[src/hw/umc_map.svh]
// Purpose: Offsets, field positions, reset values and timing counts of the channel.
// Assumes: 32-bit classic Wishbone, byte addresses, one register per word.
// Notes:   Definitions only.
`ifndef UMC_MAP_SVH
`define UMC_MAP_SVH
`define UMC_ADR_MODE     8'h00
`define UMC_ADR_STATUS   8'h04
`define UMC_ADR_CMD      8'h08
`define UMC_ADR_DATA     8'h0C
`define UMC_ADR_OPR_SET  8'h10
`define UMC_ADR_OPR_CLR  8'h14
`define UMC_ADR_OUTPUT_PORT_CONFIG     8'h18
`define UMC_ADR_OPR      8'h1C
`define UMC_CMD_RX_EN    0
`define UMC_CMD_RX_DIS   1
`define UMC_CMD_TX_EN    2
`define UMC_CMD_TX_DIS   3
`define UMC_MISC_PTR_RST 4'h1
`define UMC_MISC_RX_RST  4'h2
`define UMC_MISC_TX_RST  4'h3
`define UMC_MISC_ERR_RST 4'h4
`define UMC_MISC_RTS_ON  4'h8
`define UMC_MISC_RTS_OFF 4'h9
`define UMC_PAR_WITH     2'h0
`define UMC_PAR_FORCE    2'h1
`define UMC_PAR_NONE     2'h2
`define UMC_PAR_MULTI    2'h3
`define UMC_CM_NORMAL    2'h0
`define UMC_CM_ECHO      2'h1
`define UMC_CM_LOCAL     2'h2
`define UMC_CM_REMOTE    2'h3
`define UMC_MR_RESET     8'h00
`define UMC_FIFO_DEPTH   4
`define UMC_CLK_HZ       50000000
`define UMC_BAUD         9600
`define UMC_BIT_CLKS     (`UMC_CLK_HZ / `UMC_BAUD)
`define UMC_RTS_PIN      0
`define UMC_INT_PIN      4
`endif

[src/hw/umc_pkg.sv]
// Purpose: Types shared by the channel mode-control logic.
// Assumes: Field order matches the mode register bit layout.
// Notes:   No constants here; they live in umc_map.svh.
package umc_pkg;
  typedef struct packed {
    logic       rts_ctl;
    logic       int_sel;
    logic       blk_err;
    logic [1:0] par_mode;
    logic       par_type;
    logic [1:0] bits;
  } umc_mr1_t;
  typedef struct packed {
    logic [1:0] chan_mode;
    logic       tx_rts;
    logic       cts_en;
    logic [3:0] stop_len;
  } umc_mr2_t;
  typedef struct packed {
    logic       brk;
    logic       fe;
    logic       pe;
    logic [7:0] data;
  } umc_rx_entry_t;
  typedef enum logic [1:0] {RX_IDLE, RX_START, RX_BITS} umc_rx_state_t;
  typedef enum logic {TX_IDLE, TX_SHIFT} umc_tx_state_t;
endpackage : umc_pkg

[src/hw/umc_channel.sv]
// Purpose: One serial channel with mode registers, flow control and channel modes.
// Assumes: Same clock for receive and transmit; 1x bit timing from BIT_CLKS.
// Notes:   Stop length field is stored but the transmitter always sends one stop bit.
//
// Design decisions made here: the placing of the registers and the Wishbone register port.
`include "umc_map.svh"
`timescale 1ns/1ps
`default_nettype none
module umc_channel #(
  parameter int unsigned BIT_CLKS = `UMC_BIT_CLKS
) (
  input  wire logic        i_clk,
  input  wire logic        i_nrst,
  input  wire logic        i_wb_cyc,
  input  wire logic        i_wb_stb,
  input  wire logic        i_wb_we,
  input  wire logic [7:0]  i_wb_adr,
  input  wire logic [3:0]  i_wb_sel,
  input  wire logic [31:0] i_wb_dat,
  output logic      [31:0] o_wb_dat,
  output logic             o_wb_ack,
  input  wire logic        i_serial_in,
  input  wire logic        i_clear_to_send_in_n,
  output logic             o_serial_out,
  output logic      [7:0]  o_output_pins
);
  localparam logic [15:0] BIT_LAST = 16'(BIT_CLKS - 1);
  localparam logic [15:0] BIT_HALF = 16'(BIT_CLKS / 2);
  localparam logic [2:0]  DEPTH    = 3'(`UMC_FIFO_DEPTH);

  umc_pkg::umc_mr1_t       mr1_q;
  umc_pkg::umc_mr2_t       mr2_q;
  logic                    ptr_q;
  logic [7:0]              opr_q, output_port_config_q;
  umc_pkg::umc_rx_entry_t  fifo_q [`UMC_FIFO_DEPTH];
  logic [1:0]              wr_ptr_q, rd_ptr_q;
  logic [2:0]              cnt_q;
  logic [2:0]              acc_q;
  logic                    top_new_q, ovr_q, rx_en_q, rx_rts_neg_q;
  umc_pkg::umc_rx_state_t  rx_st_q;
  logic [15:0]             rx_cnt_q;
  logic [3:0]              rx_idx_q;
  logic [9:0]              rx_sr_q;
  logic                    rx_done_q, rx_start_ok;
  umc_pkg::umc_tx_state_t  tx_st_q;
  logic [15:0]             tx_cnt_q, rts_cnt_q, hold_cnt_q;
  logic [3:0]              tx_left_q;
  logic [10:0]             tx_sr_q;
  logic [7:0]              hold_q;
  logic                    hold_full_q, tx_en_q, tx_dis_pend_q, rts_run_q;

  // Bus access decode; everything commits at the edge that raises ack
  logic       acc_ok, wr_ok, rd_ok;
  logic [3:0] misc;
  assign acc_ok = i_wb_cyc & i_wb_stb & ~o_wb_ack;
  assign wr_ok  = acc_ok & i_wb_we & i_wb_sel[0];
  assign rd_ok  = acc_ok & ~i_wb_we;
  assign misc   = i_wb_dat[7:4];
  logic cmd_wr, ptr_rst, rx_rst, tx_rst, err_rst, rts_on, rts_off;
  assign cmd_wr  = wr_ok & (i_wb_adr == `UMC_ADR_CMD);
  assign ptr_rst = cmd_wr & (misc == `UMC_MISC_PTR_RST);
  assign rx_rst  = cmd_wr & (misc == `UMC_MISC_RX_RST);
  assign tx_rst  = cmd_wr & (misc == `UMC_MISC_TX_RST);
  assign err_rst = cmd_wr & (misc == `UMC_MISC_ERR_RST);
  assign rts_on  = cmd_wr & (misc == `UMC_MISC_RTS_ON);
  assign rts_off = cmd_wr & (misc == `UMC_MISC_RTS_OFF);

  // Channel mode decode, combinational so a change acts at once
  logic m_echo, m_local, m_remote, echo_act, multi;
  assign m_echo   = (mr2_q.chan_mode == `UMC_CM_ECHO);
  assign m_local  = (mr2_q.chan_mode == `UMC_CM_LOCAL);
  assign m_remote = (mr2_q.chan_mode == `UMC_CM_REMOTE);
  assign echo_act = m_echo | m_remote | ((hold_cnt_q != 16'h0000) & tx_en_q);
  assign multi    = (mr1_q.par_mode == `UMC_PAR_MULTI);

  logic mode_acc;
  assign mode_acc = acc_ok & (i_wb_adr == `UMC_ADR_MODE) & (i_wb_sel[0] | ~i_wb_we);
  always_ff @(posedge i_clk) begin
    if (!i_nrst) begin
      ptr_q <= 1'b0;
      mr1_q <= `UMC_MR_RESET;
      mr2_q <= `UMC_MR_RESET;
    end else begin
      if (ptr_rst) ptr_q <= 1'b0;
      else if (mode_acc && !ptr_q) ptr_q <= 1'b1;
      if (mode_acc && i_wb_we && !ptr_q) mr1_q <= i_wb_dat[7:0];
      if (mode_acc && i_wb_we && ptr_q) mr2_q <= i_wb_dat[7:0];
    end
  end

  // Status view
  logic rx_rdy, rx_fifo_full, tx_busy, tx_rdy, tx_emt, rx_int;
  logic [2:0] err_view;
  umc_pkg::umc_rx_entry_t top;
  assign top     = fifo_q[rd_ptr_q];
  assign rx_rdy  = (cnt_q != 3'h0);
  assign rx_fifo_full   = (cnt_q == DEPTH);
  assign tx_busy = (tx_st_q == umc_pkg::TX_SHIFT);
  assign tx_rdy  = tx_en_q & ~hold_full_q & ~m_echo;
  assign tx_emt  = tx_rdy & ~tx_busy;
  assign rx_int  = mr1_q.int_sel ? rx_fifo_full : rx_rdy;
  always_comb begin
    if (m_remote) err_view = 3'h0;
    else if (mr1_q.blk_err) err_view = acc_q;
    else if (rx_rdy) err_view = {top.brk, top.fe, top.pe};
    else err_view = 3'h0;
  end

  always_ff @(posedge i_clk) begin
    if (!i_nrst) begin
      o_wb_ack <= 1'b0;
      o_wb_dat <= 32'h0000_0000;
    end else begin
      o_wb_ack <= acc_ok;
      if (rd_ok) begin
        unique case (i_wb_adr)
          `UMC_ADR_MODE:   o_wb_dat <= {24'h000000, ptr_q ? mr2_q : mr1_q};
          `UMC_ADR_STATUS: o_wb_dat <= {24'h000000, err_view, ovr_q, tx_emt, tx_rdy,
                                        rx_fifo_full, rx_rdy};
          `UMC_ADR_DATA:   o_wb_dat <= {24'h000000, top.data};
          `UMC_ADR_OUTPUT_PORT_CONFIG:   o_wb_dat <= {24'h000000, output_port_config_q};
          `UMC_ADR_OPR:    o_wb_dat <= {24'h000000, opr_q};
          default:         o_wb_dat <= 32'h0000_0000;
        endcase
      end
    end
  end

  // Frame builder: start at bit 0, data, optional parity or tag, then marking
  function automatic logic [10:0] build_frame(input logic [7:0] d, input umc_pkg::umc_mr1_t m);
    logic [10:0] f;
    logic [3:0]  n;
    f = 11'h7FF;
    n = 4'h5 + {2'h0, m.bits};
    f[0] = 1'b0;
    for (int i = 0; i < 8; i++) begin
      if (4'(i) < n) f[i + 1] = d[i];
    end
    unique case (m.par_mode)
      `UMC_PAR_WITH:  f[n + 4'h1] = ^(d & (8'hFF >> (2'h3 - m.bits))) ^ m.par_type;
      `UMC_PAR_FORCE: f[n + 4'h1] = m.par_type;
      `UMC_PAR_MULTI: f[n + 4'h1] = m.par_type;
      `UMC_PAR_NONE:  f[n + 4'h1] = 1'b1;
    endcase
    return f;
  endfunction : build_frame

  // Transmitter; idle line is marking, which also covers the CTS hold
  logic tx_line, par_on, cts_ok, tx_load, tx_drained;
  assign tx_line    = tx_busy ? tx_sr_q[0] : 1'b1;
  assign par_on     = (mr1_q.par_mode != `UMC_PAR_NONE);
  assign cts_ok     = ~mr2_q.cts_en | ~i_clear_to_send_in_n;
  assign tx_load    = ~tx_busy & tx_en_q & hold_full_q & cts_ok;
  assign tx_drained = tx_dis_pend_q & ~hold_full_q & ~tx_busy;
  always_ff @(posedge i_clk) begin
    if (!i_nrst || tx_rst) begin
      tx_st_q       <= umc_pkg::TX_IDLE;
      tx_cnt_q      <= 16'h0000;
      tx_left_q     <= 4'h0;
      tx_sr_q       <= 11'h7FF;
      hold_q        <= 8'h00;
      hold_full_q   <= 1'b0;
      tx_en_q       <= 1'b0;
      tx_dis_pend_q <= 1'b0;
    end else begin
      if (wr_ok && i_wb_adr == `UMC_ADR_DATA && tx_en_q && !m_echo && !hold_full_q) begin
        hold_q      <= i_wb_dat[7:0];
        hold_full_q <= 1'b1;
      end else if (tx_load) begin
        hold_full_q <= 1'b0;
      end
      if (cmd_wr && i_wb_dat[`UMC_CMD_TX_EN]) begin
        tx_en_q       <= 1'b1;
        tx_dis_pend_q <= 1'b0;
      end else if (cmd_wr && i_wb_dat[`UMC_CMD_TX_DIS]) begin
        tx_dis_pend_q <= 1'b1;
      end else if (tx_drained) begin
        tx_en_q       <= 1'b0;
        tx_dis_pend_q <= 1'b0;
      end
      unique case (tx_st_q)
        umc_pkg::TX_IDLE: if (tx_load) begin
          tx_sr_q   <= build_frame(hold_q, mr1_q);
          tx_left_q <= 4'h7 + {2'h0, mr1_q.bits} + {3'h0, par_on};
          tx_cnt_q  <= 16'h0000;
          tx_st_q   <= umc_pkg::TX_SHIFT;
        end
        umc_pkg::TX_SHIFT: begin
          if (tx_cnt_q == BIT_LAST) begin
            tx_cnt_q  <= 16'h0000;
            tx_sr_q   <= {1'b1, tx_sr_q[10:1]};
            tx_left_q <= tx_left_q - 4'h1;
            if (tx_left_q == 4'h1) tx_st_q <= umc_pkg::TX_IDLE;
          end else begin
            tx_cnt_q <= tx_cnt_q + 16'h0001;
          end
        end
      endcase
    end
  end

  // Auto RTS: one bit time after the drained transmitter is switched off
  always_ff @(posedge i_clk) begin
    if (!i_nrst) begin
      rts_run_q <= 1'b0;
      rts_cnt_q <= 16'h0000;
    end else if (tx_drained && mr2_q.tx_rts) begin
      rts_run_q <= 1'b1;
      rts_cnt_q <= 16'h0000;
    end else if (rts_run_q) begin
      rts_cnt_q <= rts_cnt_q + 16'h0001;
      if (rts_cnt_q == BIT_LAST) rts_run_q <= 1'b0;
    end
  end

  always_ff @(posedge i_clk) begin
    if (!i_nrst) begin
      opr_q  <= 8'h00;
      output_port_config_q <= 8'h00;
    end else begin
      if (wr_ok && i_wb_adr == `UMC_ADR_OUTPUT_PORT_CONFIG) output_port_config_q <= i_wb_dat[7:0];
      if (wr_ok && i_wb_adr == `UMC_ADR_OPR_SET) opr_q <= opr_q | i_wb_dat[7:0];
      else if (wr_ok && i_wb_adr == `UMC_ADR_OPR_CLR) opr_q <= opr_q & ~i_wb_dat[7:0];
      else if (rts_on) opr_q[`UMC_RTS_PIN] <= 1'b1;
      else if (rts_off) opr_q[`UMC_RTS_PIN] <= 1'b0;
      else if (rts_run_q && rts_cnt_q == BIT_LAST) opr_q[`UMC_RTS_PIN] <= 1'b0;
    end
  end

  // Receiver; in local loopback the pin is ignored
  logic       rx_line;
  logic [3:0] rx_n, rx_total;
  assign rx_line     = m_local ? tx_line : i_serial_in;
  assign rx_n        = 4'h5 + {2'h0, mr1_q.bits};
  assign rx_total    = rx_n + {3'h0, par_on} + 4'h1;
  assign rx_start_ok = (rx_st_q == umc_pkg::RX_START) & (rx_cnt_q == BIT_HALF) & ~rx_line;
  always_ff @(posedge i_clk) begin
    if (!i_nrst || rx_rst) begin
      rx_st_q   <= umc_pkg::RX_IDLE;
      rx_cnt_q  <= 16'h0000;
      rx_idx_q  <= 4'h0;
      rx_sr_q   <= 10'h000;
      rx_done_q <= 1'b0;
    end else begin
      rx_done_q <= 1'b0;
      unique case (rx_st_q)
        umc_pkg::RX_IDLE: if (!rx_line) begin
          rx_cnt_q <= 16'h0000;
          rx_st_q  <= umc_pkg::RX_START;
        end
        umc_pkg::RX_START: begin
          rx_cnt_q <= rx_cnt_q + 16'h0001;
          if (rx_cnt_q == BIT_HALF) begin
            rx_cnt_q <= 16'h0000;
            rx_idx_q <= 4'h0;
            rx_st_q  <= rx_line ? umc_pkg::RX_IDLE : umc_pkg::RX_BITS;
          end
        end
        umc_pkg::RX_BITS: begin
          rx_cnt_q <= rx_cnt_q + 16'h0001;
          if (rx_cnt_q == BIT_LAST) begin
            rx_cnt_q          <= 16'h0000;
            rx_sr_q[rx_idx_q] <= rx_line;
            rx_idx_q          <= rx_idx_q + 4'h1;
            if (rx_idx_q == rx_total - 4'h1) begin
              rx_done_q <= 1'b1;
              rx_st_q   <= umc_pkg::RX_IDLE;
            end
          end
        end
        default: rx_st_q <= umc_pkg::RX_IDLE;
      endcase
    end
  end

  // Character check; still done in auto-echo
  umc_pkg::umc_rx_entry_t rx_ent;
  logic rx_par, rx_stop, push, pop;
  always_comb begin
    rx_ent.data = rx_sr_q[7:0] & (8'hFF >> (2'h3 - mr1_q.bits));
    rx_par      = rx_sr_q[rx_n];
    rx_stop     = rx_sr_q[rx_n + {3'h0, par_on}];
    rx_ent.fe   = ~rx_stop;
    rx_ent.brk  = ~rx_stop & (rx_ent.data == 8'h00) & ~(par_on & rx_par);
    unique case (mr1_q.par_mode)
      `UMC_PAR_WITH:  rx_ent.pe = rx_par ^ ^rx_ent.data ^ mr1_q.par_type;
      `UMC_PAR_FORCE: rx_ent.pe = rx_par ^ mr1_q.par_type;
      `UMC_PAR_MULTI: rx_ent.pe = rx_par;
      `UMC_PAR_NONE:  rx_ent.pe = 1'b0;
    endcase
  end
  // Disabled multidrop receiver keeps address characters only; remote loopback keeps none
  assign push = rx_done_q & ~m_remote & (rx_en_q | (multi & rx_par));
  assign pop  = rd_ok & (i_wb_adr == `UMC_ADR_DATA) & rx_rdy;

  always_ff @(posedge i_clk) begin
    if (!i_nrst || rx_rst) begin
      wr_ptr_q     <= 2'h0;
      rd_ptr_q     <= 2'h0;
      cnt_q        <= 3'h0;
      acc_q        <= 3'h0;
      top_new_q    <= 1'b0;
      ovr_q        <= 1'b0;
      rx_en_q      <= 1'b0;
      rx_rts_neg_q <= 1'b0;
    end else begin
      if (push && (!rx_fifo_full || pop)) begin
        fifo_q[wr_ptr_q] <= rx_ent;
        wr_ptr_q         <= wr_ptr_q + 2'h1;
      end
      if (pop) rd_ptr_q <= rd_ptr_q + 2'h1;
      cnt_q     <= cnt_q + {2'h0, push && (!rx_fifo_full || pop)} - {2'h0, pop};
      top_new_q <= (push && (cnt_q == 3'h0 || (pop && cnt_q == 3'h1))) || (pop && cnt_q > 3'h1);
      // A character reaching the top in the clear cycle still counts
      if (top_new_q) acc_q <= (err_rst ? 3'h0 : acc_q) | {top.brk, top.fe, top.pe};
      else if (err_rst) acc_q <= 3'h0;
      if (push && rx_fifo_full && !pop) ovr_q <= 1'b1;
      else if (err_rst) ovr_q <= 1'b0;
      if (cmd_wr && i_wb_dat[`UMC_CMD_RX_EN]) rx_en_q <= 1'b1;
      else if (cmd_wr && i_wb_dat[`UMC_CMD_RX_DIS]) rx_en_q <= 1'b0;
      if (mr1_q.rts_ctl && rx_start_ok && rx_fifo_full) rx_rts_neg_q <= 1'b1;
      else if (!rx_fifo_full) rx_rts_neg_q <= 1'b0;
    end
  end

  always_ff @(posedge i_clk) begin
    if (!i_nrst) hold_cnt_q <= 16'h0000;
    else if (rx_done_q && (m_echo || m_remote)) hold_cnt_q <= BIT_HALF;
    else if (hold_cnt_q != 16'h0000) hold_cnt_q <= hold_cnt_q - 16'h0001;
  end

  // Serial output re-clocks the pin while echoing
  always_ff @(posedge i_clk) begin
    if (!i_nrst) o_serial_out <= 1'b1;
    else if (m_local) o_serial_out <= 1'b1;
    else if (echo_act) o_serial_out <= i_serial_in;
    else o_serial_out <= tx_line;
  end

  // Pins are active low copies of the port bits; pin 4 can show the receive interrupt and RTS is gated by flow control
  logic [7:0] pin_d;
  for (genvar g = 0; g < 8; g++) begin : g_pin
    if (g == `UMC_RTS_PIN) begin : g_rts
      assign pin_d[g] = ~(opr_q[g] & ~rx_rts_neg_q);
    end else if (g == `UMC_INT_PIN) begin : g_int
      assign pin_d[g] = output_port_config_q[g] ? ~rx_int : ~opr_q[g];
    end else begin : g_plain
      assign pin_d[g] = ~opr_q[g];
    end
  end
  always_ff @(posedge i_clk) begin
    if (!i_nrst) o_output_pins <= 8'hFF;
    else o_output_pins <= pin_d;
  end
endmodule : umc_channel
`default_nettype wire

[config.mk]
export PLATFORM = sky130hd
export DESIGN_NAME = umc_channel
export DESIGN_NICKNAME = d
export VERILOG_FILES = /design/src/hw/umc_pkg.sv /design/src/hw/umc_channel.sv
export VERILOG_INCLUDE_DIRS = /design/src /design/src/hw
export SDC_FILE = /design/constraint.sdc
export NUM_CORES = 1
export LEC_CHECK = 0
export ABC_AREA = 1
export BUFFER_PORTS_ARGS = -buffer_cell sky130_fd_sc_hd__buf_2
export CELL_PAD_IN_SITES_DETAIL_PLACEMENT = 0
export CELL_PAD_IN_SITES_GLOBAL_PLACEMENT = 1
export CORE_UTILIZATION = 48
export DETAILED_ROUTE_END_ITERATION = 6
export HOLD_SLACK_MARGIN = 0.02
export PLACE_DENSITY_LB_ADDON = 0.08
export SLEW_MARGIN = 25
export SYNTH_ARGS = -nofsm -noshare
export SYNTH_HDL_FRONTEND = slang
export SYNTH_SLANG_ARGS = --single-unit
[constraint.sdc]
create_clock -name i_clk -period 4.83 [get_ports i_clk]
set_input_delay 0.7245 -clock i_clk [delete_from_list [all_inputs] [get_ports i_clk]]
set_output_delay 0.7245 -clock i_clk [all_outputs]
set_load 0.01 [all_outputs]
## Word-level counts from Yosys, hierarchy flattened

Memory sizes are Yosys's and may differ from the RTL's. A register that Yosys moved wholly into a read port is not among the register bits.
Cells that the tools add are included.

- Memories: 1
- RAM bits: 44
- Output and inout port bits: 42
- Bits of input ports: 51
- Logic and storage cells: 374
- Register bits: 198

Memories:

| name | words | width | read ports | clocked after Yosys merged registers in | wr ports | line | text |
|---|---|---|---|---|---|---|---|
| fifo_q | 4 | 11 | 1 | 1 | 1 | umc_channel.sv:35 | `` umc_pkg::umc_rx_entry_t fifo_q [`UMC_FIFO_DEPTH]; `` |

- Bitwise operators: 74
- Shift operators: 1
- Reductions and logical operators: 72
- Equality and inequality tests: 38
- Mux-type cells: 112
- $add $sub $neg: 18
- Magnitude comparators: 15

Operators with widths:

| kind | count |
|---|---|
| 16-bit two-way mux | 5 |
| 1-bit two-way mux | 67 |
| 16-bit by 1-bit adder with 16-bit output (second input constant) | 3 |
| 16-bit by 13-bit == test with 1-bit output (second input constant) | 3 |
| 16-bit one-hot mux with 3 select lines | 1 |
| 8-bit one-hot mux with 5 select lines | 1 |
| 1-bit AND | 34 |
| 11-bit one-hot mux with 3 select lines | 1 |
| 8-bit by 5-bit == test with 1-bit output (second input constant) | 4 |
| 16-bit one-hot mux with 2 select lines | 1 |
| 1-bit logical AND | 28 |
| 8-bit AND | 3 |
| 12-bit two-way mux | 2 |
| 1-bit inverter | 24 |
| 11-bit bitwise mux | 2 |
| 11-bit two-way mux | 2 |
| 11-bit one-hot mux with 2 select lines | 1 |
| 4-bit by 5-bit < comparator with 1-bit output (second input constant) | 4 |
| 16-bit by 12-bit == test with 1-bit output (second input constant) | 1 |
| 8-bit by 4-bit == test with 1-bit output (second input constant) | 2 |
| 8-bit zero test | 2 |
| 3-bit by 4-bit < comparator with 1-bit output (first input constant) | 4 |
| 4-bit two-way mux | 4 |
| 8-bit two-way mux | 2 |
| 56 further kinds | 129 |

## Depth between registers and ports, before layout

Gate-level depths: netlist of the first run.

- Word-level depth: 12
- Gate-level depth with buffers: 18
- Gate-level depth less buffers: 18

## Worst setup path before layout of the first run

OpenSTA, ideal clock, no wires.

- Path kind: input -> register
- From: input port i_wb_adr[5]
- To: register cnt_q[2]
- Setup time: 0.116 ns
- Setup slack: 2.106 ns
- Arrival time: 2.609 ns
- Buffers on the path: 0
- Stages: 12
- Data required time: 4.714 ns
- Path through: inv_1 -> nand4_4 -> nor2_4 -> nand2_1 -> nand2_2 -> nand3_4 -> ha_1 -> inv_1 -> ha_1 -> fa_1 -> xor2_1 -> nor2_1

- Longest elaborated chain between the ends: 7
- Elaborated cells on any way between the ends: 11
- Those cells by class: add/sub: 2; eq/ne: 2; bitwise: 4; reduce/logical: 3

RTL lines:

| item | line | text |
|---|---|---|
| start, declared | umc_channel.sv:17 | `input wire logic [7:0] i_wb_adr,` |
| 8-bit by 4-bit == test with 1-bit output | n/a |  |
| 1-bit AND (2 in series) | umc_channel.sv:294 | `` assign pop = rd_ok & (i_wb_adr == `UMC_ADR_DATA) & rx_rdy; `` |
| 1-bit logical OR | umc_channel.sv:312 | `cnt_q <= cnt_q + {2'h0, push && (!rx_fifo_full \|\| pop)} - {2'h0, pop};` |
| 1-bit logical AND | umc_channel.sv:312 |  |
| 3-bit by 1-bit adder with 3-bit output | umc_channel.sv:312 |  |
| 3-bit by 1-bit subtractor with 3-bit output | umc_channel.sv:312 |  |
| end signal, assigned | umc_channel.sv:312 |  |
| end, declared | umc_channel.sv:37 | `logic [2:0] cnt_q;` |

Several ways; a longest one is shown, not always the timed one.
A chain may end at the register's enable or synchronous reset.

## Final worst setup path of the first run

- From: register mr1_q[1] in the netlist's numbering
- To: register cnt_q[2]

- Longest elaborated chain between the ends: 9

RTL lines:

| item | line | text |
|---|---|---|
| start, declared | umc_channel.sv:31 | `umc_pkg::umc_mr1_t mr1_q;` |
| start signal, assigned | umc_channel.sv:81 | `` mr1_q <= `UMC_MR_RESET; `` |
| start signal, assigned | umc_channel.sv:86 | `if (mode_acc && i_wb_we && !ptr_q) mr1_q <= i_wb_dat[7:0];` |
| 3-bit by 2-bit adder with 4-bit output | umc_channel.sv:234 | `assign rx_n = 4'h5 + {2'h0, mr1_q.bits};` |
| 1-bit binary-select mux with 4-bit select | umc_channel.sv:281 | `rx_par = rx_sr_q[rx_n];` |
| 1-bit two-way mux (not written as such) | umc_channel.sv:281 |  |
| 1-bit AND | umc_channel.sv:293 | `assign push = rx_done_q & ~m_remote & (rx_en_q \| (multi & rx_par));` |
| 1-bit OR | umc_channel.sv:293 |  |
| 1-bit AND | umc_channel.sv:293 |  |
| 1-bit logical AND | umc_channel.sv:312 |  |
| 3-bit by 1-bit adder with 3-bit output | umc_channel.sv:312 |  |
| 3-bit by 1-bit subtractor with 3-bit output | umc_channel.sv:312 |  |

No other way between the ends. The select of a mux whose other input is x is not followed.

==> results.json, run 1 <==
{
  "status": "complete, no violations",
  "drive_above_1_share_pct": 13.5,
  "io_pins": 93,
  "synthFlopType": "dfxtp_1",
  "antenna_cells": 0,
  "netlist_area_sq_um": 11500,
  "worstSetupEndpointType": "flop",
  "fin_ws_ns": 1.69,
  "grt_use_met3_pct": 3.46,
  "hold-path-cell-count": 1,
  "final_cell_area_sq_um": 12700,
  "power_density_nw_per_um2": 371,
  "finalMaxSlewViolations": 0,
  "dr.pass1.iters": 7,
  "ys_async_sr_fraction_pct": 0,
  "hold_viol": 0,
  "route.detailed.drc": 0,
  "hold-path-endpoint": "o_output_pins[2]$_SDFF_PN1_",
  "cts.repair.resized": 0,
  "clk-insertion-delay-late_ns": 0.54,
  "crit_path_max_fanout": 9,
  "yosysWarnings": 0,
  "cts_root_buf": "clkbuf_16",
  "clk_pin_slew_ns": 0.06,
  "rows": 56,
  "r2r_cells": 16,
  "num_vias": 9444,
  "gr-usage-met1_pct": 31.1,
  "peakVddDrop_v": 0.000222,
  "synth_cell_types": 64,
  "grtUsageMet2_pct": 38.4,
  "fillCellCount": 2318,
  "ant_nets": 0,
  "worst_pin_slew_ns": 0.985,
  "cts_tree": "yes",
  "grt_pass1_wl_um": 45100,
  "gr-total-overflow": 0,
  "min_period_over_period_pct": 65.0,
  "setup_viol": 0,
  "synth_cells": 1476,
  "vias_per_cell": 5.13,
  "die_area_sq_um": 24600,
  "p_comb_share_pct": 14.9,
  "arrival_ns": 3.56,
  "nets": 1593,
  "r2r_setup_slack_ns": 1.69,
  "post-cts-setup-buffers": 0,
  "period_needed_ns": 3.14,
  "hp-class": "reg -> reg",
  "cts_max_level": 1,
  "ys_seq_area_share_pct": 42.2,
  "drt_first_iter_violations": 595,
  "max_freq_ghz": 0.319,
  "grt_pass1_vias": 8774,
  "track_usage_pct": 23.0,
  "grt-busiest-layer": "met2",
  "dp_hpwl_um": 19700,
  "dpl_cell_area_sq_um": 11800,
  "die_y_um": 157,
  "cts_hold_buf": 0,
  "cts_made_buffers": 25,
  "place.gp.congestion": 0.816,
  "wl_per_cell_um": 15.0,
  "ys_seq_elements": 220,
  "portBuffers": 41,
  "slew_headroom_pct": 34.0,
  "start_util_pct": 48.9,
  "setup_tns_ns": 0,
  "p_int_mw": 3.35,
  "clock_path_buffers": 3,
  "synth_enable_flop_cells": 44,
  "clkPwrFrac_pct": 42.5,
  "p_seq_share_pct": 42.6,
  "drv_cap": 0,
  "numClockSinks": 220,
  "crit_type": "reg -> reg",
  "drt-total-wl_um": 27700,
  "r2r-start": "mr1_q[1]$_SDFFE_PN0P_",
  "synth.avg_cell_area_sq_um": 7.78,
  "switchingPower_mw": 1.34,
  "core_area_sq_um": 23500,
  "r2r_end": "cnt_q[2]$_SDFF_PP0_",
  "finClkSkew_ns": 0.0138,
  "rsz0062_at_grt": "false",
  "antenna_found_initial": 0,
  "post-place-ws_ns": 1.66,
  "sw_frac_of_total_pct": 28.6,
  "crit_required_ns": 5.25,
  "crit_path_start_kind": "flop",
  "dieWidth_um": 157,
  "grt_max_degree": 36,
  "p_leak_nw": 4.96,
  "syn_to_final_growth_pct": 10.1
}
==> stage by stage <==
| step | total power, mW | utilization (%) | cells | hold slack [ns] |
|---|---|---|---|---|
| finish | 4.69 | 53.9 | 1842 | 0.396 |
| floorplan | 2.62 | - | 1499 | 0.368 |
| global route | 4.93 | 53.9 | 1842 | 0.419 |
| global placement | 2.74 | 50.1 | 1796 | 0.386 |
| detailed placement | 2.74 | 50.1 | 1796 | 0.385 |
| CTS | 4.74 | 53.8 | 1842 | 0.395 |
==> synth_stat cells (3+ instances only) <==
cell,number,area [sq um]
buf_4,30,225
o21ai_2,6,52.6
a22oi_1,3,22.5
nor3b_2,5,62.6
nand2_4,3,33.8
o21ai_1,10,50.1
inv_1,169,634
a21oi_2,15,131
nor2_2,14,87.6
nor3b_1,4,30.0
a21oi_1,115,576
nand2_1,304,1140
inv_2,20,75.1
buf_6,8,90.1
o22ai_1,7,43.8
xor2_1,14,123
nand4_1,39,244
xnor2_1,9,78.8
nor4_1,7,43.8
clkbuf_1,15,56.3
o32ai_1,5,43.8
nor3_2,4,40.0
o21ai_0,81,405
nand3_4,4,70.1
o211ai_1,12,90.1
nand3_2,5,50.1
a211oi_1,8,60.1
a31oi_1,5,31.3
edfxtp_1,44,1320
ha_1,36,450
nor2_1,121,454
nor3_1,21,105
or2_2,6,37.5
buf_2,13,65.1
nor2_4,8,90.1
nand3_1,84,420
nand2_2,13,81.3
dfxtp_1,176,3520
==> per-layer routing <==
layer / part of all wire (%) / vias to the layer above / routed length [um]
li1: - / 4913 / -
met1: 47 / 4324 / 13100
met2: 47 / 174 / 12900
met3: 4.4 / 33 / 1220
met4: 1.6 / 0 / 431
met5: 0 / - / 0
==> worst max path at each step <==
stage,start,endpoint,slack (ns),cells after the start
after floorplan,i_wb_adr[5],cnt_q[2]$_SDFF_PP0_,2.11,12
after global placement,i_wb_adr[5],cnt_q[2]$_SDFF_PP0_,1.69,13
after detailed placement,i_wb_adr[5],cnt_q[2]$_SDFF_PP0_,1.66,13
after CTS,mr1_q[1]$_SDFFE_PN0P_,fifo_q[2][6]$_DFFE_PP_,1.73,11
after global routing,mr1_q[1]$_SDFFE_PN0P_,cnt_q[2]$_SDFF_PP0_,1.41,16
final,mr1_q[1]$_SDFFE_PN0P_,cnt_q[2]$_SDFF_PP0_,1.69,16
==> power groups by stage <==
stage,combinational (mW),clock [mW],sequential [mW]
floorplan,0.590,0,2.03
global placement,0.699,0,2.04
detailed placement,0.704,0,2.04
CTS,0.707,2.04,2.00
global route,0.813,2.11,2.01
finish,0.700,2.00,2.00
==> worst max-delay path: stages, from the launching register on <==
cell and delay, ns:
dfxtp_1 0.55, ha_1 0.44, inv_2 0.08, nor2_1 0.10, o21ai_1 0.07, nand2_1 0.07
nand2_1 0.05, nand2_1 0.08, inv_2 0.06, o21bai_4 0.18, nand3_4 0.18, ha_1 0.33
inv_1 0.04, ha_1 0.18, fa_1 0.38, xor2_1 0.17, nor2_1 0.06
==> cell families (layout without fill, tap and decap cells) <==
group / after synthesis / in the layout / synth area share [%]
buffers and inverters: 260 / 284 / 10.2
adder cells (fa/ha/maj): 38 / 38 / 4.27
flip-flops: 220 / 220 / 42.2
AO/OA/AOI/OAI: 282 / 282 / 14.4
other: 1 / 24 / 0.0326
AND/OR/NAND/NOR: 652 / 652 / 27.2
XOR/XNOR: 23 / 23 / 1.75
==> state kept, by name, summed over array words and instances, names as in the netlist, 10 cells and up, named ones only <==
name,count
rts_cnt_q,16
rx_sr_q,10
hold_cnt_q,16
tx_sr_q,11
fifo_q,44
tx_cnt_q,16
rx_cnt_q,16
==> cell usage in the layout, fill, tap and decap left out, types with 20 or more instances in the layout <==
cell | synthesis | layout
dfxtp_1 | 176 | 176
clkbuf_16 | 0 | 25
nand2_1 | 304 | 304
nor3_1 | 21 | 21
nor2_1 | 121 | 120
nand4_1 | 39 | 39
a21oi_1 | 115 | 115
inv_1 | 169 | 169
edfxtp_1 | 44 | 44
conb_1 | 1 | 24
buf_2 | 13 | 41
nand3_1 | 84 | 84
o21ai_0 | 81 | 81
ha_1 | 36 | 36
inv_2 | 20 | 20
==> cell type report <==
class	instances	area (sq um)	area share [%]
multi-input combinational	1019	5580	44.1
timing repair buffer	45	235	1.86
inverter	193	729	5.76
sequential	220	4840	38.3
tap	319	399	3.15
clock buffer	31	688	5.44
clock inverter	15	181	1.43
(Power assumes the default switching activity.)
==> inputs of run 2 (changes only) <==
--- a/config.mk
+++ b/config.mk
@@ -6,11 +6,11 @@
 export SDC_FILE = /design/constraint.sdc
 export NUM_CORES = 1
 export LEC_CHECK = 0
-export ABC_AREA = 1
+export ABC_AREA = 0
 export BUFFER_PORTS_ARGS = -buffer_cell sky130_fd_sc_hd__buf_2
 export CELL_PAD_IN_SITES_DETAIL_PLACEMENT = 0
 export CELL_PAD_IN_SITES_GLOBAL_PLACEMENT = 1
-export CORE_UTILIZATION = 48
+export CORE_UTILIZATION = 42
 export DETAILED_ROUTE_END_ITERATION = 6
 export HOLD_SLACK_MARGIN = 0.02
 export PLACE_DENSITY_LB_ADDON = 0.08
==> constraint.sdc (replaced) <==
create_clock -name i_clk -period 2.5 [get_ports i_clk]
set_input_delay 0.375 -clock i_clk [delete_from_list [all_inputs] [get_ports i_clk]]
set_output_delay 0.375 -clock i_clk [all_outputs]
set_load 0.01 [all_outputs]
==> results.json, run 2 <==
{
  "synth_top_cell_by_area": "dfxtp_1",
  "r2r-start": "mr1_q[1]$_SDFFE_PN0P_",
  "largest-register": "fifo_q",
  "grt_pass1_wl_um": 43500,
  "clock_path_buffers": 3,
  "place.gp.congestion": 0.788,
  "ant_nets": 0,
  "portBuffers": 41,
  "drv_cap": 0,
  "ys_async_sr_fraction_pct": 0,
  "cts_root_buf": "clkbuf_16",
  "syn_to_final_growth_pct": 18.2,
  "p_leak_nw": 4.62,
  "hold_viol": 0,
  "cts_max_level": 1,
  "r2r_cells": 12,
  "cts_hold_buf": 0,
  "synthTopCellsByArea": "dfxtp_1 (32%), edfxtp_1 (12%), mux2i_1 (5.2%)",
  "die_y_um": 163,
  "crit_required_ns": 2.93,
  "die_area_sq_um": 26500,
  "worstSetupEndpointType": "flop",
  "track_usage_pct": 20.7,
  "grt_max_degree": 44,
  "ys_seq_area_share_pct": 44.7,
  "yosysMostFrequentCell": "dfxtp_1",
  "synth.cells.most_frequent": "dfxtp_1 (176), nor2_1 (137), nand2_1 (98)",
  "power_mw": 8.82,
  "max_freq_ghz": 0.387,
  "crit_path_start_kind": "flop",
  "cts_made_buffers": 26,
  "antenna_cells": 0,
  "drt-total-wl_um": 26900,
  "io_pins": 93,
  "rsz0062_at_grt": "true",
  "dieWidth_um": 163,
  "crit_path_frequent_cell": "ha_4",
  "final_cell_area_sq_um": 12800,
  "layout_common_cells": "dfxtp_1 (174), nor2_1 (136), nand2_1 (98)",
  "slew_headroom_pct": 52.8,
  "min_period_over_period_pct": 103,
  "cpPeakStageDelay_ns": 0.52,
  "setup_viol": 2,
  "ys_seq_elements": 220,
  "core_area_sq_um": 25300,
  "hp-class": "in -> reg",
  "post-place-ws_ns": -0.124,
  "synth_cells": 1142,
  "netlist_area_sq_um": 10800,
  "crit_path_max_fanout": 4,
  "arrival_ns": 3.01,
  "dpl_cell_area_sq_um": 11800,
  "final_common_cell": "dfxtp_1",
  "dp.cells": 1527,
  "peakVddDrop_v": 0.000664,
  "crit_start": "mr1_q[1]$_SDFFE_PN0P_",
  "netlist.area_leader.share_pct": 32.5,
  "synth.avg_cell_area_sq_um": 9.50,
  "largest_register_ffs": 44,
  "worst_pin_slew_ns": 0.701,
  "r2r_end": "cnt_q[1]$_SDFF_PP0_",
  "power_density_nw_per_um2": 688,
  "drive_above_1_share_pct": 18.0,
  "yosysWarnings": 0,
  "nets": 1316,
  "cts_tree": "yes",
  "crit_chain": "ha_4 -> mux4_2 -> o2bb2ai_4 -> a31o_1 -> nand3_2 -> nor2_4 -> inv_2 -> ha_4 -> inv_2 -> ha_4 -> fa_1 -> and2_1",
  "finClkSkew_ns": 0.00656,
  "clk-insertion-delay-late_ns": 0.53,
  "grt_use_met3_pct": 2.90,
  "cp.depth": 12,
  "cpMaxStageDelayCell": "mux4_2",
  "period_needed_ns": 2.58,
  "crit_type": "reg -> reg",
  "grt-busiest-layer": "met2",
  "postLayoutCoreUtil_pct": 50.8,
  "start_util_pct": 43.0,
  "cp.buffers_inverters": 2,
  "synth_cell_types": 84,
  "vias_per_cell": 5.27,
  "finalMaxSlewViolations": 0,
  "gr-total-overflow": 0,
  "r2r_setup_slack_ns": -0.08,
  "num_vias": 8314,
  "instances_no_fill": 1577,
  "grt_pass1_vias": 7908,
  "violations": "setup timing",
  "path_delay_family": "adder cells",
  "synth_enable_flop_cells": 44,
  "grtUsageMet2_pct": 32.9,
  "rows": 58,
  "antenna_found_initial": 1,
  "dp_hpwl_um": 19300,
  "drt_first_iter_violations": 462,
  "numClockSinks": 220,
  "fin_ws_ns": -0.0810,
  "wl_per_cell_um": 17.1,
  "synthFlopType": "dfxtp_1",
  "endpoint": "cnt_q[1]$_SDFF_PP0_",
  "status": "finished, violations left",
  "gr-usage-met1_pct": 29.8,
  "clk_pin_slew_ns": 0.06,
  "route.detailed.drc": 0,
  "dr.pass1.iters": 5
}
## run 2: timing repair
| item | CTS | global route |
|---|---|---|
| gates resized for setup | 1 | 5 |
| gates cloned | 0 | 0 |
| setup endpoints to repair | 6 | 6 |
| setup buffers | 1 | 1 |
| pin swaps | 2 | 0 |
## run 2: cells by family after synthesis
kind of cell	synth area share (%)
buffers and inverters	5.26
XOR/XNOR	4.57
adder cells (fa/ha/maj)	4.52
other	0.0346
flip-flops	44.7
multiplexers	8.42
AND/OR/NAND/NOR	20.9
AO/OA/AOI/OAI	11.6
## run 2: final cells by class
cell class                      count  area, sq um
Fill cell                        2394        12400
Multi-Input combinational cell    827         5630
Sequential cell                   220         4850
Timing Repair Buffer              112          826
Clock buffer                       28          689
Tap cell                          330          413
Clock inverter                     20          254
Inverter                           40          150
## run 2: how the worst min path moves through the flow
| stage | startpoint | to | cells past startpoint |
|---|---|---|---|
| 3_5_place_dp | flop | o_output_pins[2]$_SDFF_PN1_ | 1 |
| 4_1_cts | i_serial_in | o_serial_out$_SDFF_PP1_ | 3 |
| 2_1_floorplan | flop | o_output_pins[3]$_SDFF_PN1_ | 1 |
| 3_3_place_gp | flop | o_output_pins[6]$_SDFF_PN1_ | 1 |
| 6_report | i_serial_in | o_serial_out$_SDFF_PP1_ | 3 |
| 5_1_grt | i_serial_in | o_serial_out$_SDFF_PP1_ | 3 |
## run 2: routing by layer
layer	part of all wire [%]	wire [um]
met1	50	13400
met2	45	12000
met3	4.1	1110
met4	1.6	444
met5	0	0
## run 2: stage by stage
| step | hold slack (ns) | setup TNS (ns) |
|---|---|---|
| 2_1_floorplan | 0.367 | -0.477 |
| 3_3_place_gp | 0.402 | -0.194 |
| 3_5_place_dp | 0.410 | -0.475 |
| 4_1_cts | 0.0559 | -0.209 |
| 5_1_grt | 0.126 | -0.326 |
| 6_report | 0.0799 | -0.148 |
## run 2: tightest hold or removal path: cells and delay by family
family / cells / cell delay (ns)
buffers and inverters: 1 / 0.09
and+or+nand+nor: 1 / 0.06
muxes: 1 / 0.06
## run 2: report_power, final
part,switching [mW],internal (mW)
Combinational,0.566,0.363
Sequential,0.0972,3.70
Clock,1.56,2.52
==> inputs of run 3 (changes only) <==
--- a/config.mk
+++ b/config.mk
@@ -14,6 +14,7 @@
 export DETAILED_ROUTE_END_ITERATION = 6
 export HOLD_SLACK_MARGIN = 0.02
 export PLACE_DENSITY_LB_ADDON = 0.08
+export SKIP_CTS_REPAIR_TIMING = 1
 export SLEW_MARGIN = 25
 export SYNTH_ARGS = -nofsm -noshare
 export SYNTH_HDL_FRONTEND = slang
==> results.json, run 3 (same netlist as run 2, synthesis figures left out) <==
{
  "wl_met1_um": 13300,
  "largest-register": "fifo_q",
  "cts_made_buffers": 26,
  "route.detailed.drc": 0,
  "power_mw": 8.81,
  "ant_nets": 0,
  "status": "finished, violations left",
  "antenna_found_initial": 1,
  "power_density_nw_per_um2": 688,
  "fillCellCount": 2393,
  "final_cell_area_sq_um": 12800,
  "post-place-ws_ns": -0.124,
  "r2r-start": "mr1_q[0]$_SDFFE_PN0P_",
  "cts_tree": "yes",
  "drive_above_1_share_pct": 18.1,
  "setup_viol": 2,
  "dpl_cell_area_sq_um": 11800,
  "syn_to_final_growth_pct": 18.1,
  "die_area_sq_um": 26500,
  "drv_cap": 0,
  "hold_viol": 0,
  "finalMaxSlewViolations": 0,
  "io_pins": 93,
  "cts_max_level": 1,
  "instances_no_fill": 1576,
  "dp_hpwl_um": 19300,
  "vias_per_cell": 5.26,
  "dieWidth_um": 163,
  "place.gp.congestion": 0.788,
  "wl_per_cell_um": 17.0,
  "layout_common_cells": "dfxtp_1 (174), nor2_1 (136), nand2_1 (97)",
  "r2r_cells": 12,
  "rows": 58,
  "grt_pass1_vias": 7920,
  "crit_start": "mr1_q[0]$_SDFFE_PN0P_",
  "fin_ws_ns": -0.0929,
  "crit_path_start_kind": "flop",
  "gr-total-overflow": 0,
  "min_period_over_period_pct": 104,
  "peakVddDrop_v": 0.000663,
  "grt_pass1_wl_um": 43500,
  "start_util_pct": 43.0,
  "dr.pass1.iters": 5,
  "nets": 1315,
  "largest_register_ffs": 44,
  "clock_path_buffers": 3,
  "worstSetupEndpointType": "flop",
  "dp.cells": 1527,
  "max_freq_ghz": 0.386,
  "crit_required_ns": 2.93,
  "top_layer": "met4",
  "slew_headroom_pct": 52.7,
  "r2r_end": "cnt_q[1]$_SDFF_PP0_",
  "portBuffers": 41,
  "antenna_cells": 0,
  "track_usage_pct": 20.7,
  "num_vias": 8289,
  "rsz0062_at_grt": "true",
  "die_y_um": 163,
  "r2r_setup_slack_ns": -0.09,
  "worst_pin_slew_ns": 0.703,
  "hp-class": "in -> reg",
  "final_common_cell": "dfxtp_1",
  "violations": "setup timing",
  "drt-total-wl_um": 26800,
  "finClkSkew_ns": 0.00726,
  "crit_path_max_fanout": 4,
  "endpoint": "cnt_q[1]$_SDFF_PP0_",
  "grt_max_degree": 44,
  "numClockSinks": 220,
  "period_needed_ns": 2.59,
  "cts_root_buf": "clkbuf_16",
  "core_area_sq_um": 25300,
  "p_leak_nw": 4.61,
  "clk-insertion-delay-late_ns": 0.53,
  "drt_first_iter_violations": 495,
  "wl_met2_um": 12000,
  "wl_met3_um": 1050,
  "crit_type": "reg -> reg",
  "clk_pin_slew_ns": 0.06,
  "arrival_ns": 3.02
}
## run 3: changes by cell type in the layout (fill, tap and decap cells not counted)
cell,change
buf_4,-1
nand2_1,-1
nand2_2,+1
## run 3: worst min-delay path by stage
stage	start	end	slack (ns)	cells past startpoint
floorplan	flop	o_output_pins[3]$_SDFF_PN1_	0.37	1
global placement	flop	o_output_pins[6]$_SDFF_PN1_	0.40	1
CTS	i_serial_in	o_serial_out$_SDFF_PP1_	0.06	3
finish	i_serial_in	o_serial_out$_SDFF_PP1_	0.08	3
detailed placement	flop	o_output_pins[2]$_SDFF_PN1_	0.41	1
global route	i_serial_in	o_serial_out$_SDFF_PP1_	0.13	3
## run 3: metrics by stage
| stage | setup TNS, ns | hold WS (ns) | util, % |
|---|---|---|---|
| after floorplan | -0.477 | 0.367 | - |
| after global placement | -0.194 | 0.402 | 46.8 |
| after detailed placement | -0.475 | 0.410 | 46.8 |
| after CTS | -0.545 | 0.0559 | 50.6 |
| after global routing | -0.367 | 0.126 | 50.7 |
| final | -0.182 | 0.0803 | 50.7 |
## run 3: layer usage
layer,track usage [%],up-vias
li1,-,4192
met1,29.8,3946
met2,32.9,120
met3,2.90,31
met4,4.21,0
met5,0,-
## run 3: cell type report
class	instances	area (sq um)	share of cell area (%)
clock buffers	28	689	5.38
clock inverters	20	254	1.98
inverters	40	150	1.17
multi-input cells	827	5640	44.0
flip-flops and latches	220	4850	37.9
well taps	330	413	3.22
repair buffers	111	818	6.39
## run 3: critical path, cell delays in order (launching register included)
cell	delay (ns)
dfxtp_4	0.37
ha_4	0.14
mux4_2	0.52
o2bb2ai_4	0.14
a31o_1	0.19
nand3_2	0.10
nor2_4	0.05
inv_2	0.07
ha_4	0.19
inv_2	0.06
ha_4	0.12
fa_1	0.40
and2_1	0.14
## run 3: report_power, final
group	internal, mW	switching, mW
Combinational	0.363	0.565
Clock	2.52	1.56
Sequential	3.70	0.0972
